==> src/mrc_cfg.svh <==
// constants of the monitor reset control block: offsets, fields, resets,
// timing counts; assumes a 50 MHz core clock and an apb word map
`ifndef MRC_CFG_SVH
`define MRC_CFG_SVH
// register indexes: each register takes one aligned word, so the byte
// address on the bus is four times the index
`define MRC_IDX_TRIP_LOCAL 8'h13
`define MRC_IDX_TRIP_REMOTE 8'h14
`define MRC_IDX_TEST 8'h15
`define MRC_IDX_CONFIG 8'h40
`define MRC_IDX_INT_STATUS 8'h41
`define MRC_IDX_INT_MASK 8'h43
`define MRC_IDX_INT_MIRROR 8'h4c
`define MRC_IDX_ANALOG_OUT 8'h19
`define MRC_IDX_RESET_CTRL 8'h50
`define MRC_IDX_RESET_STAT 8'h51
// configuration fields
`define MRC_CFG_SOFT_RESET_BIT 4
`define MRC_CFG_LOCK_BIT 3
// power-on values
`define MRC_RST_CONFIG 8'h25
`define MRC_RST_ZERO 8'h00
`define MRC_RST_TRIP_LOCAL 8'h46
`define MRC_RST_TRIP_REMOTE 8'h64
`define MRC_RST_ANALOG_OUT 8'hff
// timing: reset pulse period in microseconds and clock rate in MHz
`define MRC_PULSE_PERIOD_US 140
`define MRC_CLK_MHZ 50
`define MRC_PULSE_CYCLES (`MRC_PULSE_PERIOD_US * `MRC_CLK_MHZ)
`endif

==> src/mrc_pkg.sv <==
// types of the monitor reset control block
// assumes mrc_cfg.svh gives the numbers
package mrc_pkg;
    // apb request from master
    typedef struct packed {
        logic psel;
        logic penable;
        logic pwrite;
        logic [11:0] paddr;
        logic [31:0] pwdata;
    } mrc_apb_req_type;
    // reset sequencer states
    typedef enum logic [2:0] {
        MRC_ST_OFF = 3'b001,
        MRC_ST_HOLD = 3'b010,
        MRC_ST_RUN = 3'b100
    } mrc_state_type;
endpackage

==> src/mrc_reset_top.sv <==
// reset control of a temperature monitor: pins, stretch, register init
// assumes apb master on REF_CLK_I, async pins, comparator levels as inputs
//
// Register access over APB and the register addresses were decided locally.
`timescale 1ns/1ns
`include "mrc_cfg.svh"
module mrc_reset_top
    import mrc_pkg::*;
(
    input wire logic REF_CLK_I, // core clock, 50 MHz
    input wire logic RST_N_I, // async power-on reset, active low
    input wire logic MANUAL_RESET_IN_N_I, // manual reset pin
    input wire logic BIDIR_RESET_PIN_I, // bidir reset pin level
    input wire logic SUPPLY_ABOVE_1V_I, // supply exceeds gate drive level
    input wire logic SUPPLY_OK_I, // main supply above reset threshold
    input wire logic MONITORED_SUPPLY_OK_I, // monitored supply comparator
    input wire logic PSEL_I,
    input wire logic PENABLE_I,
    input wire logic PWRITE_I,
    input wire logic [11:0] PADDR_I,
    input wire logic [31:0] PWDATA_I,
    output logic [31:0] PRDATA_O,
    output logic PREADY_O,
    output logic PSLVERR_O,
    output logic BIDIR_RESET_PIN_O, // pin output level, always low
    output logic BIDIR_RESET_PIN_OE_O, // high while pin driven low
    output logic SYSTEM_RESET_OUT_N_O, // open-drain level, low when active
    output logic SYSTEM_RESET_OUT_OE_O, // high while output pulled low
    output logic ENGINE_ENABLE_O, // conversion engine may run
    output logic [7:0] ANALOG_OUT_O // analog output register
);

    // ****************************************
    // apb decode helpers
    // ****************************************
    // byte address of a printed index
    function automatic logic [11:0] byte_addr(input logic [7:0] idx);
        byte_addr = {2'b00, idx, 2'b00};
    endfunction

    mrc_apb_req_type req; // bundled bus request
    assign req = '{psel: PSEL_I, penable: PENABLE_I, pwrite: PWRITE_I,
                   paddr: PADDR_I, pwdata: PWDATA_I};

    // ****************************************
    // pin synchronisers
    // ****************************************
    logic [1:0] man_sync_ff; // manual reset sync chain
    logic [1:0] pin_sync_ff; // bidir pin sync chain
    logic [1:0] sup_sync_ff; // main supply sync chain
    logic [1:0] mon_sync_ff; // monitored supply sync chain
    logic [1:0] v1_sync_ff; // gate drive sync chain

    // two flops per async level
    always_ff @(posedge REF_CLK_I or negedge RST_N_I) begin
        if (!RST_N_I) begin
            man_sync_ff <= 2'h3;
            pin_sync_ff <= 2'h3;
            sup_sync_ff <= 2'h0;
            mon_sync_ff <= 2'h0;
            v1_sync_ff <= 2'h0;
        end else begin
            man_sync_ff <= {man_sync_ff[0], MANUAL_RESET_IN_N_I};
            pin_sync_ff <= {pin_sync_ff[0], BIDIR_RESET_PIN_I};
            sup_sync_ff <= {sup_sync_ff[0], SUPPLY_OK_I};
            mon_sync_ff <= {mon_sync_ff[0], MONITORED_SUPPLY_OK_I};
            v1_sync_ff <= {v1_sync_ff[0], SUPPLY_ABOVE_1V_I};
        end
    end

    logic man_low; // manual reset held
    logic pin_low; // bidir pin low from either side
    logic sup_low; // main supply brownout
    logic cause; // any reset cause
    assign man_low = !man_sync_ff[1];
    assign pin_low = !pin_sync_ff[1];
    assign sup_low = !sup_sync_ff[1];
    assign cause = man_low || pin_low || sup_low || !mon_sync_ff[1];

    // ****************************************
    // reset stretch sequencer
    // ****************************************
    localparam logic [15:0] PULSE_CYCLES = 16'(`MRC_PULSE_CYCLES);
    mrc_state_type state_ff; // sequencer state
    mrc_state_type nxt_state;
    logic [15:0] cnt_ff; // stretch counter
    logic [15:0] nxt_cnt;

    // next state: hold while cause, count out the period
    always_comb begin
        nxt_state = state_ff;
        nxt_cnt = cnt_ff;
        case (state_ff)
            MRC_ST_OFF: begin
                nxt_cnt = 16'h0;
                if (!cause) begin
                    nxt_state = MRC_ST_HOLD;
                end
            end
            MRC_ST_HOLD: begin
                if (cause) begin
                    nxt_state = MRC_ST_OFF;
                end else if (cnt_ff == PULSE_CYCLES - 16'h1) begin
                    nxt_state = MRC_ST_RUN;
                end else begin
                    nxt_cnt = cnt_ff + 16'h1;
                end
            end
            MRC_ST_RUN: begin
                if (cause) begin
                    nxt_state = MRC_ST_OFF;
                end
            end
            default: nxt_state = MRC_ST_OFF;
        endcase
    end

    // sequencer registers
    always_ff @(posedge REF_CLK_I or negedge RST_N_I) begin
        if (!RST_N_I) begin
            state_ff <= MRC_ST_OFF;
            cnt_ff <= 16'h0;
        end else begin
            state_ff <= nxt_state;
            cnt_ff <= nxt_cnt;
        end
    end

    logic sys_rst; // system reset active
    assign sys_rst = (state_ff != MRC_ST_RUN);

    // ****************************************
    // pin drivers
    // ****************************************
    // open-drain outputs, gated by gate drive level
    always_ff @(posedge REF_CLK_I or negedge RST_N_I) begin
        if (!RST_N_I) begin
            SYSTEM_RESET_OUT_OE_O <= 1'b0;
            BIDIR_RESET_PIN_OE_O <= 1'b0;
            ENGINE_ENABLE_O <= 1'b0;
        end else begin
            SYSTEM_RESET_OUT_OE_O <= sys_rst && v1_sync_ff[1];
            BIDIR_RESET_PIN_OE_O <= sup_low && v1_sync_ff[1];
            ENGINE_ENABLE_O <= !sys_rst && !pin_low;
        end
    end
    assign SYSTEM_RESET_OUT_N_O = 1'b0;
    assign BIDIR_RESET_PIN_O = 1'b0;

    // ****************************************
    // register file
    // ****************************************
    logic wr_en; // write takes effect
    logic rd_en; // read access phase
    assign wr_en = req.psel && req.penable && req.pwrite;
    assign rd_en = req.psel && req.penable && !req.pwrite;

    logic hard_init; // power-on style init
    logic soft_init; // soft init pulse
    logic [7:0] config_ff, mask_ff, status_ff, mirror_ff;
    logic [7:0] test_ff, trip_local_ff, trip_remote_ff;
    logic [7:0] reset_ctrl_ff; // bit0: software forces pin-style init
    assign hard_init = sys_rst || reset_ctrl_ff[0];
    assign soft_init = config_ff[`MRC_CFG_SOFT_RESET_BIT];
    // the lock bit survives every init except a system reset
    logic [7:0] lock_keep; // lock bit carried across a non-system init
    assign lock_keep = sys_rst ? 8'h0 :
        (config_ff & (8'h1 << `MRC_CFG_LOCK_BIT));

    // control registers: init on hard or soft reset
    always_ff @(posedge REF_CLK_I or negedge RST_N_I) begin
        if (!RST_N_I) begin
            config_ff <= `MRC_RST_CONFIG;
            mask_ff <= `MRC_RST_ZERO;
            status_ff <= `MRC_RST_ZERO;
            mirror_ff <= `MRC_RST_ZERO;
        end else if (hard_init || soft_init) begin
            config_ff <= `MRC_RST_CONFIG | lock_keep;
            mask_ff <= `MRC_RST_ZERO;
            status_ff <= `MRC_RST_ZERO;
            mirror_ff <= `MRC_RST_ZERO;
        end else if (wr_en && req.paddr == byte_addr(`MRC_IDX_CONFIG)) begin
            // lock bit is write-once: only sets
            config_ff <= req.pwdata[7:0] |
                (config_ff & (8'h1 << `MRC_CFG_LOCK_BIT));
        end else if (wr_en && req.paddr == byte_addr(`MRC_IDX_INT_MASK)) begin
            mask_ff <= req.pwdata[7:0];
        end else if (rd_en && req.paddr == byte_addr(`MRC_IDX_INT_STATUS)) begin
            status_ff <= `MRC_RST_ZERO; // clear on read
        end else if (rd_en && req.paddr == byte_addr(`MRC_IDX_INT_MIRROR)) begin
            mirror_ff <= `MRC_RST_ZERO;
        end
    end

    logic locked; // trip registers locked
    assign locked = config_ff[`MRC_CFG_LOCK_BIT];

    logic trip_init; // system reset always, other inits only unlocked
    assign trip_init = sys_rst || ((reset_ctrl_ff[0] || soft_init) && !locked);

    // trip points: locked data only cleared by system reset
    always_ff @(posedge REF_CLK_I or negedge RST_N_I) begin
        if (!RST_N_I) begin
            trip_local_ff <= `MRC_RST_TRIP_LOCAL;
            trip_remote_ff <= `MRC_RST_TRIP_REMOTE;
        end else if (trip_init) begin
            trip_local_ff <= `MRC_RST_TRIP_LOCAL;
            trip_remote_ff <= `MRC_RST_TRIP_REMOTE;
        end else if (wr_en && !locked) begin
            if (req.paddr == byte_addr(`MRC_IDX_TRIP_LOCAL)) begin
                trip_local_ff <= req.pwdata[7:0];
            end else if (req.paddr == byte_addr(`MRC_IDX_TRIP_REMOTE)) begin
                trip_remote_ff <= req.pwdata[7:0];
            end
        end
    end

    // test and analog: hard init only, soft reset spares them
    always_ff @(posedge REF_CLK_I or negedge RST_N_I) begin
        if (!RST_N_I) begin
            test_ff <= `MRC_RST_ZERO;
            ANALOG_OUT_O <= `MRC_RST_ANALOG_OUT;
        end else if (hard_init) begin
            test_ff <= `MRC_RST_ZERO;
            ANALOG_OUT_O <= `MRC_RST_ANALOG_OUT;
        end else if (wr_en && req.paddr == byte_addr(`MRC_IDX_TEST)) begin
            test_ff <= req.pwdata[7:0];
        end else if (wr_en && req.paddr == byte_addr(`MRC_IDX_ANALOG_OUT)) begin
            ANALOG_OUT_O <= req.pwdata[7:0];
        end
    end

    // software reset control register, not cleared by system reset
    always_ff @(posedge REF_CLK_I or negedge RST_N_I) begin
        if (!RST_N_I) begin
            reset_ctrl_ff <= `MRC_RST_ZERO;
        end else if (wr_en && req.paddr == byte_addr(`MRC_IDX_RESET_CTRL)) begin
            reset_ctrl_ff <= {7'h0, req.pwdata[0]};
        end
    end

    // ****************************************
    // apb read path, zero-wait answer
    // ****************************************
    logic [7:0] rd_mux; // selected read byte
    logic rd_hit; // address mapped
    // value and limit registers are not held here
    always_comb begin
        rd_mux = 8'h0;
        rd_hit = 1'b1;
        if (req.paddr == byte_addr(`MRC_IDX_CONFIG)) begin
            rd_mux = config_ff;
        end else if (req.paddr == byte_addr(`MRC_IDX_INT_STATUS)) begin
            rd_mux = status_ff;
        end else if (req.paddr == byte_addr(`MRC_IDX_INT_MASK)) begin
            rd_mux = mask_ff;
        end else if (req.paddr == byte_addr(`MRC_IDX_INT_MIRROR)) begin
            rd_mux = mirror_ff;
        end else if (req.paddr == byte_addr(`MRC_IDX_TEST)) begin
            rd_mux = test_ff;
        end else if (req.paddr == byte_addr(`MRC_IDX_TRIP_LOCAL)) begin
            rd_mux = trip_local_ff;
        end else if (req.paddr == byte_addr(`MRC_IDX_TRIP_REMOTE)) begin
            rd_mux = trip_remote_ff;
        end else if (req.paddr == byte_addr(`MRC_IDX_ANALOG_OUT)) begin
            rd_mux = ANALOG_OUT_O;
        end else if (req.paddr == byte_addr(`MRC_IDX_RESET_CTRL)) begin
            rd_mux = reset_ctrl_ff;
        end else if (req.paddr == byte_addr(`MRC_IDX_RESET_STAT)) begin
            rd_mux = {3'h0, mon_sync_ff[1], sup_sync_ff[1], pin_low, man_low,
                      sys_rst};
        end else begin
            rd_hit = 1'b0;
        end
    end

    // registered answer: pready in the first cycle of the access phase
    always_ff @(posedge REF_CLK_I or negedge RST_N_I) begin
        if (!RST_N_I) begin
            PREADY_O <= 1'b0;
            PSLVERR_O <= 1'b0;
            PRDATA_O <= 32'h0;
        end else begin
            PREADY_O <= req.psel && !req.penable;
            PSLVERR_O <= req.psel && !req.penable && !rd_hit;
            PRDATA_O <= {24'h0, rd_mux};
        end
    end

endmodule // mrc_reset_top

==> config.mk <==
export PLATFORM = sky130hd
export DESIGN_NAME = mrc_reset_top
export DESIGN_NICKNAME = d
export VERILOG_FILES = /design/src/mrc_pkg.sv /design/src/mrc_reset_top.sv
export VERILOG_INCLUDE_DIRS = /design/src
export SDC_FILE = /design/constraint.sdc
export NUM_CORES = 1
export LEC_CHECK = 0
export BUFFER_PORTS_ARGS = -buffer_cell sky130_fd_sc_hd__buf_2
export CAP_MARGIN = 15
export CORE_UTILIZATION = 30
export CTS_BUF_LIST = sky130_fd_sc_hd__clkbuf_4 sky130_fd_sc_hd__clkbuf_8 sky130_fd_sc_hd__clkbuf_16
export DETAILED_ROUTE_END_ITERATION = 8
export PLACE_DENSITY_LB_ADDON = 0.08
export SETUP_SLACK_MARGIN = 0.02
export SYNTH_ARGS = -nofsm -noshare
export SYNTH_HDL_FRONTEND = slang
export SYNTH_SLANG_ARGS = --single-unit
==> constraint.sdc <==
create_clock -name REF_CLK_I -period 2.6 [get_ports REF_CLK_I]
set_input_delay 0.13 -clock REF_CLK_I [delete_from_list [all_inputs] [get_ports REF_CLK_I]]
set_output_delay 0.13 -clock REF_CLK_I [all_outputs]
set_load 0.01 [all_outputs]
==> reports/qor.yml <==
global_route:
  grt_max_degree: 50
  grt_pass1_wl_mm: 20.3
  grt_overflow: 0
  grt_pass1_vias: 3673
  antenna_found_initial: 0
  track_usage: 0.167
synthesis:
  synth_flop_cell: "dfrtp_1"
  synth_cells: 470
  ys_seq_area_frac: 0.493
  synth_edf_count: 0
  async_flop_share: 1.00
  yosysWarnings: 0
  netlist_area_sq_um: 4680
  synth_cell_types: 66
  synth_seq_cells: 91
  synth_area_per_cell_sq_um: 9.95
worst_setup_path:
  startpoint_type: "flop"
  critPathKind: "reg2reg"
  critical_path_required_ns: 2.83
  critPathCaptureType: "flop"
  slowest_stage: "dfstp_2"
  crit_arrival_ns: 2.31
  crit_path_max_fanout: 5
  cp_cell_sequence: "nand4_1 > nor4_2 > nand2_1 > or3_1 > mux2i_1"
  slowest_delay_ns: 0.54
final_layout:
  drive_above_1_share: 0.248
  seq_area_sq_um: 2300
  final_core_utilization: 0.364
  multiInputGateArea_sq_um: 2190
  fin_nets: 595
  fill_cells: 1553
  area_growth_pct: 18.4
  num_antenna_cells: 0
placed_design:
  gp_congestion: 0.814
  dp_hpwl_mm: 9.00
  io_buffers: 50
die:
  start_util: 0.308
  row_count: 45
  dieArea_sq_um: 16100
  pin_count: 101
  die_w_um: 127
  core-area_sq_um: 15200
  die_h_um: 127
routing:
  routedWlPerCell_um: 17.1
  drt-initial-drc-count: 188
  vias: 3718
  ant_nets: 0
  drc: 0
  dr.pass1.iters: 4
  vias_per_cell: 5.07
  route.final.wire_length_mm: 12.6
timing:
  tns_ns: 0
  rsz0062_at_grt: "no"
  relSlewSlack: 0.516
  final-hold-violation-count: 0
  worstMarginPinSlew_ns: 0.723
  fin_crit_ns: 2.08
  min_period_over_period: 0.800
  finClkSkew_ns: 0.00826
  slew_viol_final: 0
  setup_viol: 0
  fmaxAchievable_ghz: 0.481
cts:
  ctsResizeCount: 0
  cts.sinks: 91
  cts_tree: "done"
  cts-root-buf: "clkbuf_16"
  h-tree-depth: 3
  clk_latency_ns: 0.35
  path_clk_slew_ns: 0.07
  cts-buffers-inserted: 9
  clockBufferDepth: 2
  hold_buffers: 7
  cts_setup_buffers: 0
outcome:
  status: "completed"
pwr:
  p_leak_uw: 0.00233
  ir_worst_vdd_v: 0.000350
  powerDensity_nw_per_um2: 547
worst_hold_path:
  hold_path.class: "in2reg"
job:
  cap_violations: 0
-- area by class of cell --
class                      instances  area share
inverter                           3     0.00203
clock buffer                      10      0.0420
tap                              188      0.0425
multi-input combinational        360       0.396
clock inverter                     6      0.0163
timing repair buffer              75      0.0850
sequential                        91       0.416
-- per-stage QoR --
stage | hold WS [ns] | setup WS (ns) | power (uW) | std cells | cell area (sq um)
6_report | 0.0639 | 0.520 | 3030 | 733 | 5540
5_1_grt | 0.0636 | 0.359 | 3150 | 733 | 5540
4_1_cts | 0.0602 | 0.506 | 3070 | 733 | 5540
3_5_place_dp | 0.211 | 0.529 | 1620 | 710 | 5140
3_3_place_gp | 0.203 | 0.522 | 1620 | 710 | 5140
2_1_floorplan | -0.166 | 0.761 | 1550 | 495 | 4770
-- layer usage --
| metal | share of wire | global-route usage | vias to the layer above |
|---|---|---|---|
| li1 | - | - | 1781 |
| met1 | 0.44 | 0.215 | 1825 |
| met2 | 0.51 | 0.281 | 96 |
| met3 | 0.038 | 0.0325 | 16 |
| met4 | 0.016 | 0.0574 | 0 |
| met5 | 0 | 0 | - |
-- cell usage in the layout (no fill, tap or decap), types with 3 or more instances in the layout --
cell | netlist | routed
nand2_1 | 83 | 83
dfrtp_1 | 69 | 69
buf_2 | 3 | 49
a21oi_1 | 32 | 32
conb_1 | 1 | 26
nand3_1 | 25 | 25
o21ai_0 | 25 | 25
nor2_1 | 24 | 24
dfstp_2 | 22 | 22
buf_4 | 27 | 18
mux2i_1 | 17 | 17
clkbuf_16 | 0 | 9
dlygate4sd3_1 | 0 | 7
nor2b_1 | 6 | 6
nand2b_1 | 6 | 6
or3_1 | 6 | 6
xor2_1 | 6 | 6
a22oi_1 | 5 | 5
nor3_1 | 5 | 5
and3_1 | 5 | 5
nor3_4 | 4 | 4
nor4bb_1 | 5 | 4
and2_1 | 4 | 4
nor4_1 | 4 | 4
a221oi_1 | 4 | 4
mux2_2 | 4 | 4
nand4_1 | 4 | 4
a222oi_1 | 3 | 3
a31oi_1 | 3 | 3
a211oi_1 | 3 | 3
or2_2 | 3 | 3
inv_1 | 3 | 3
nand4b_1 | 3 | 3
-- registers in the layout, indices dropped and copies added, names as in the netlist, 3 cells and up --
signal / count
cnt_ff: 16
ANALOG_OUT_O: 8
PRDATA_O: 8
config_ff: 8
mask_ff: 8
test_ff: 8
trip_local_ff: 8
trip_remote_ff: 8
state_ff: 3
-- cell usage after synthesis (5+ instances only) --
| library cell | count | area share |
|---|---|---|
| nor2b_1 | 6 | 0.0080 |
| dfrtp_1 | 69 | 0.37 |
| xor2_1 | 6 | 0.011 |
| and3_1 | 5 | 0.0067 |
| nand3_1 | 25 | 0.027 |
| nand2_1 | 83 | 0.067 |
| buf_4 | 27 | 0.043 |
| dfstp_2 | 22 | 0.12 |
| nor2_1 | 24 | 0.019 |
| a22oi_1 | 5 | 0.0080 |
| clkbuf_1 | 10 | 0.0080 |
| nor3_1 | 5 | 0.0054 |
| nand2b_1 | 6 | 0.0080 |
| nor4bb_1 | 5 | 0.011 |
| a21oi_1 | 32 | 0.034 |
| o21ai_0 | 25 | 0.027 |
| mux2i_1 | 17 | 0.036 |
| or3_1 | 6 | 0.0080 |
-- power by group --
group          switching, uW  total [uW]  internal (uW)
combinational            111         160           48.8
sequential              7.49        1440           1430
clock                    576        1430            855
-- critical path, delay by kind of cell, from the launching register on --
| family | cells | cell delay [ns] |
|---|---|---|
| and+or+nand+nor | 4 | 1.29 |
| DFF | 1 | 0.54 |
| muxes | 1 | 0.13 |
-- worst paths after layout --
kind / startpoint / slack, ns / to / cells past startpoint
hold reg to reg: mon_sync_ff[0]$_DFF_PN0_ / 0.35 / mon_sync_ff[1]$_DFF_PN0_ / 0
setup / recovery: pin_sync_ff[1]$_DFF_PN1_ / 0.52 / cnt_ff[15]$_DFFE_PN0P_ / 5
min in group asynchronous: RST_N_I / 0.35 / SYSTEM_RESET_OUT_OE_O$_DFF_PN0_ / 2
max in group asynchronous: RST_N_I / 1.51 / config_ff[2]$_DFFE_PN1P_ / 3
hold / removal: PWDATA_I[6] / 0.06 / trip_local_ff[6]$_DFFE_PN1P_ / 3
setup reg to reg: pin_sync_ff[1]$_DFF_PN1_ / 0.52 / cnt_ff[15]$_DFFE_PN0P_ / 5
-- cell families after synthesis --
family,Yosys count,synth area share
AO/OA/AOI/OAI,89,0.118
XOR/XNOR,8,0.0150
adder cells (fa/ha/maj),1,0.00268
buffers and inverters,44,0.0594
flip-flops,91,0.493
multiplexers,21,0.0460
other,1,0.000802
AND/OR/NAND/NOR,215,0.265
(Power assumes the default switching activity.)
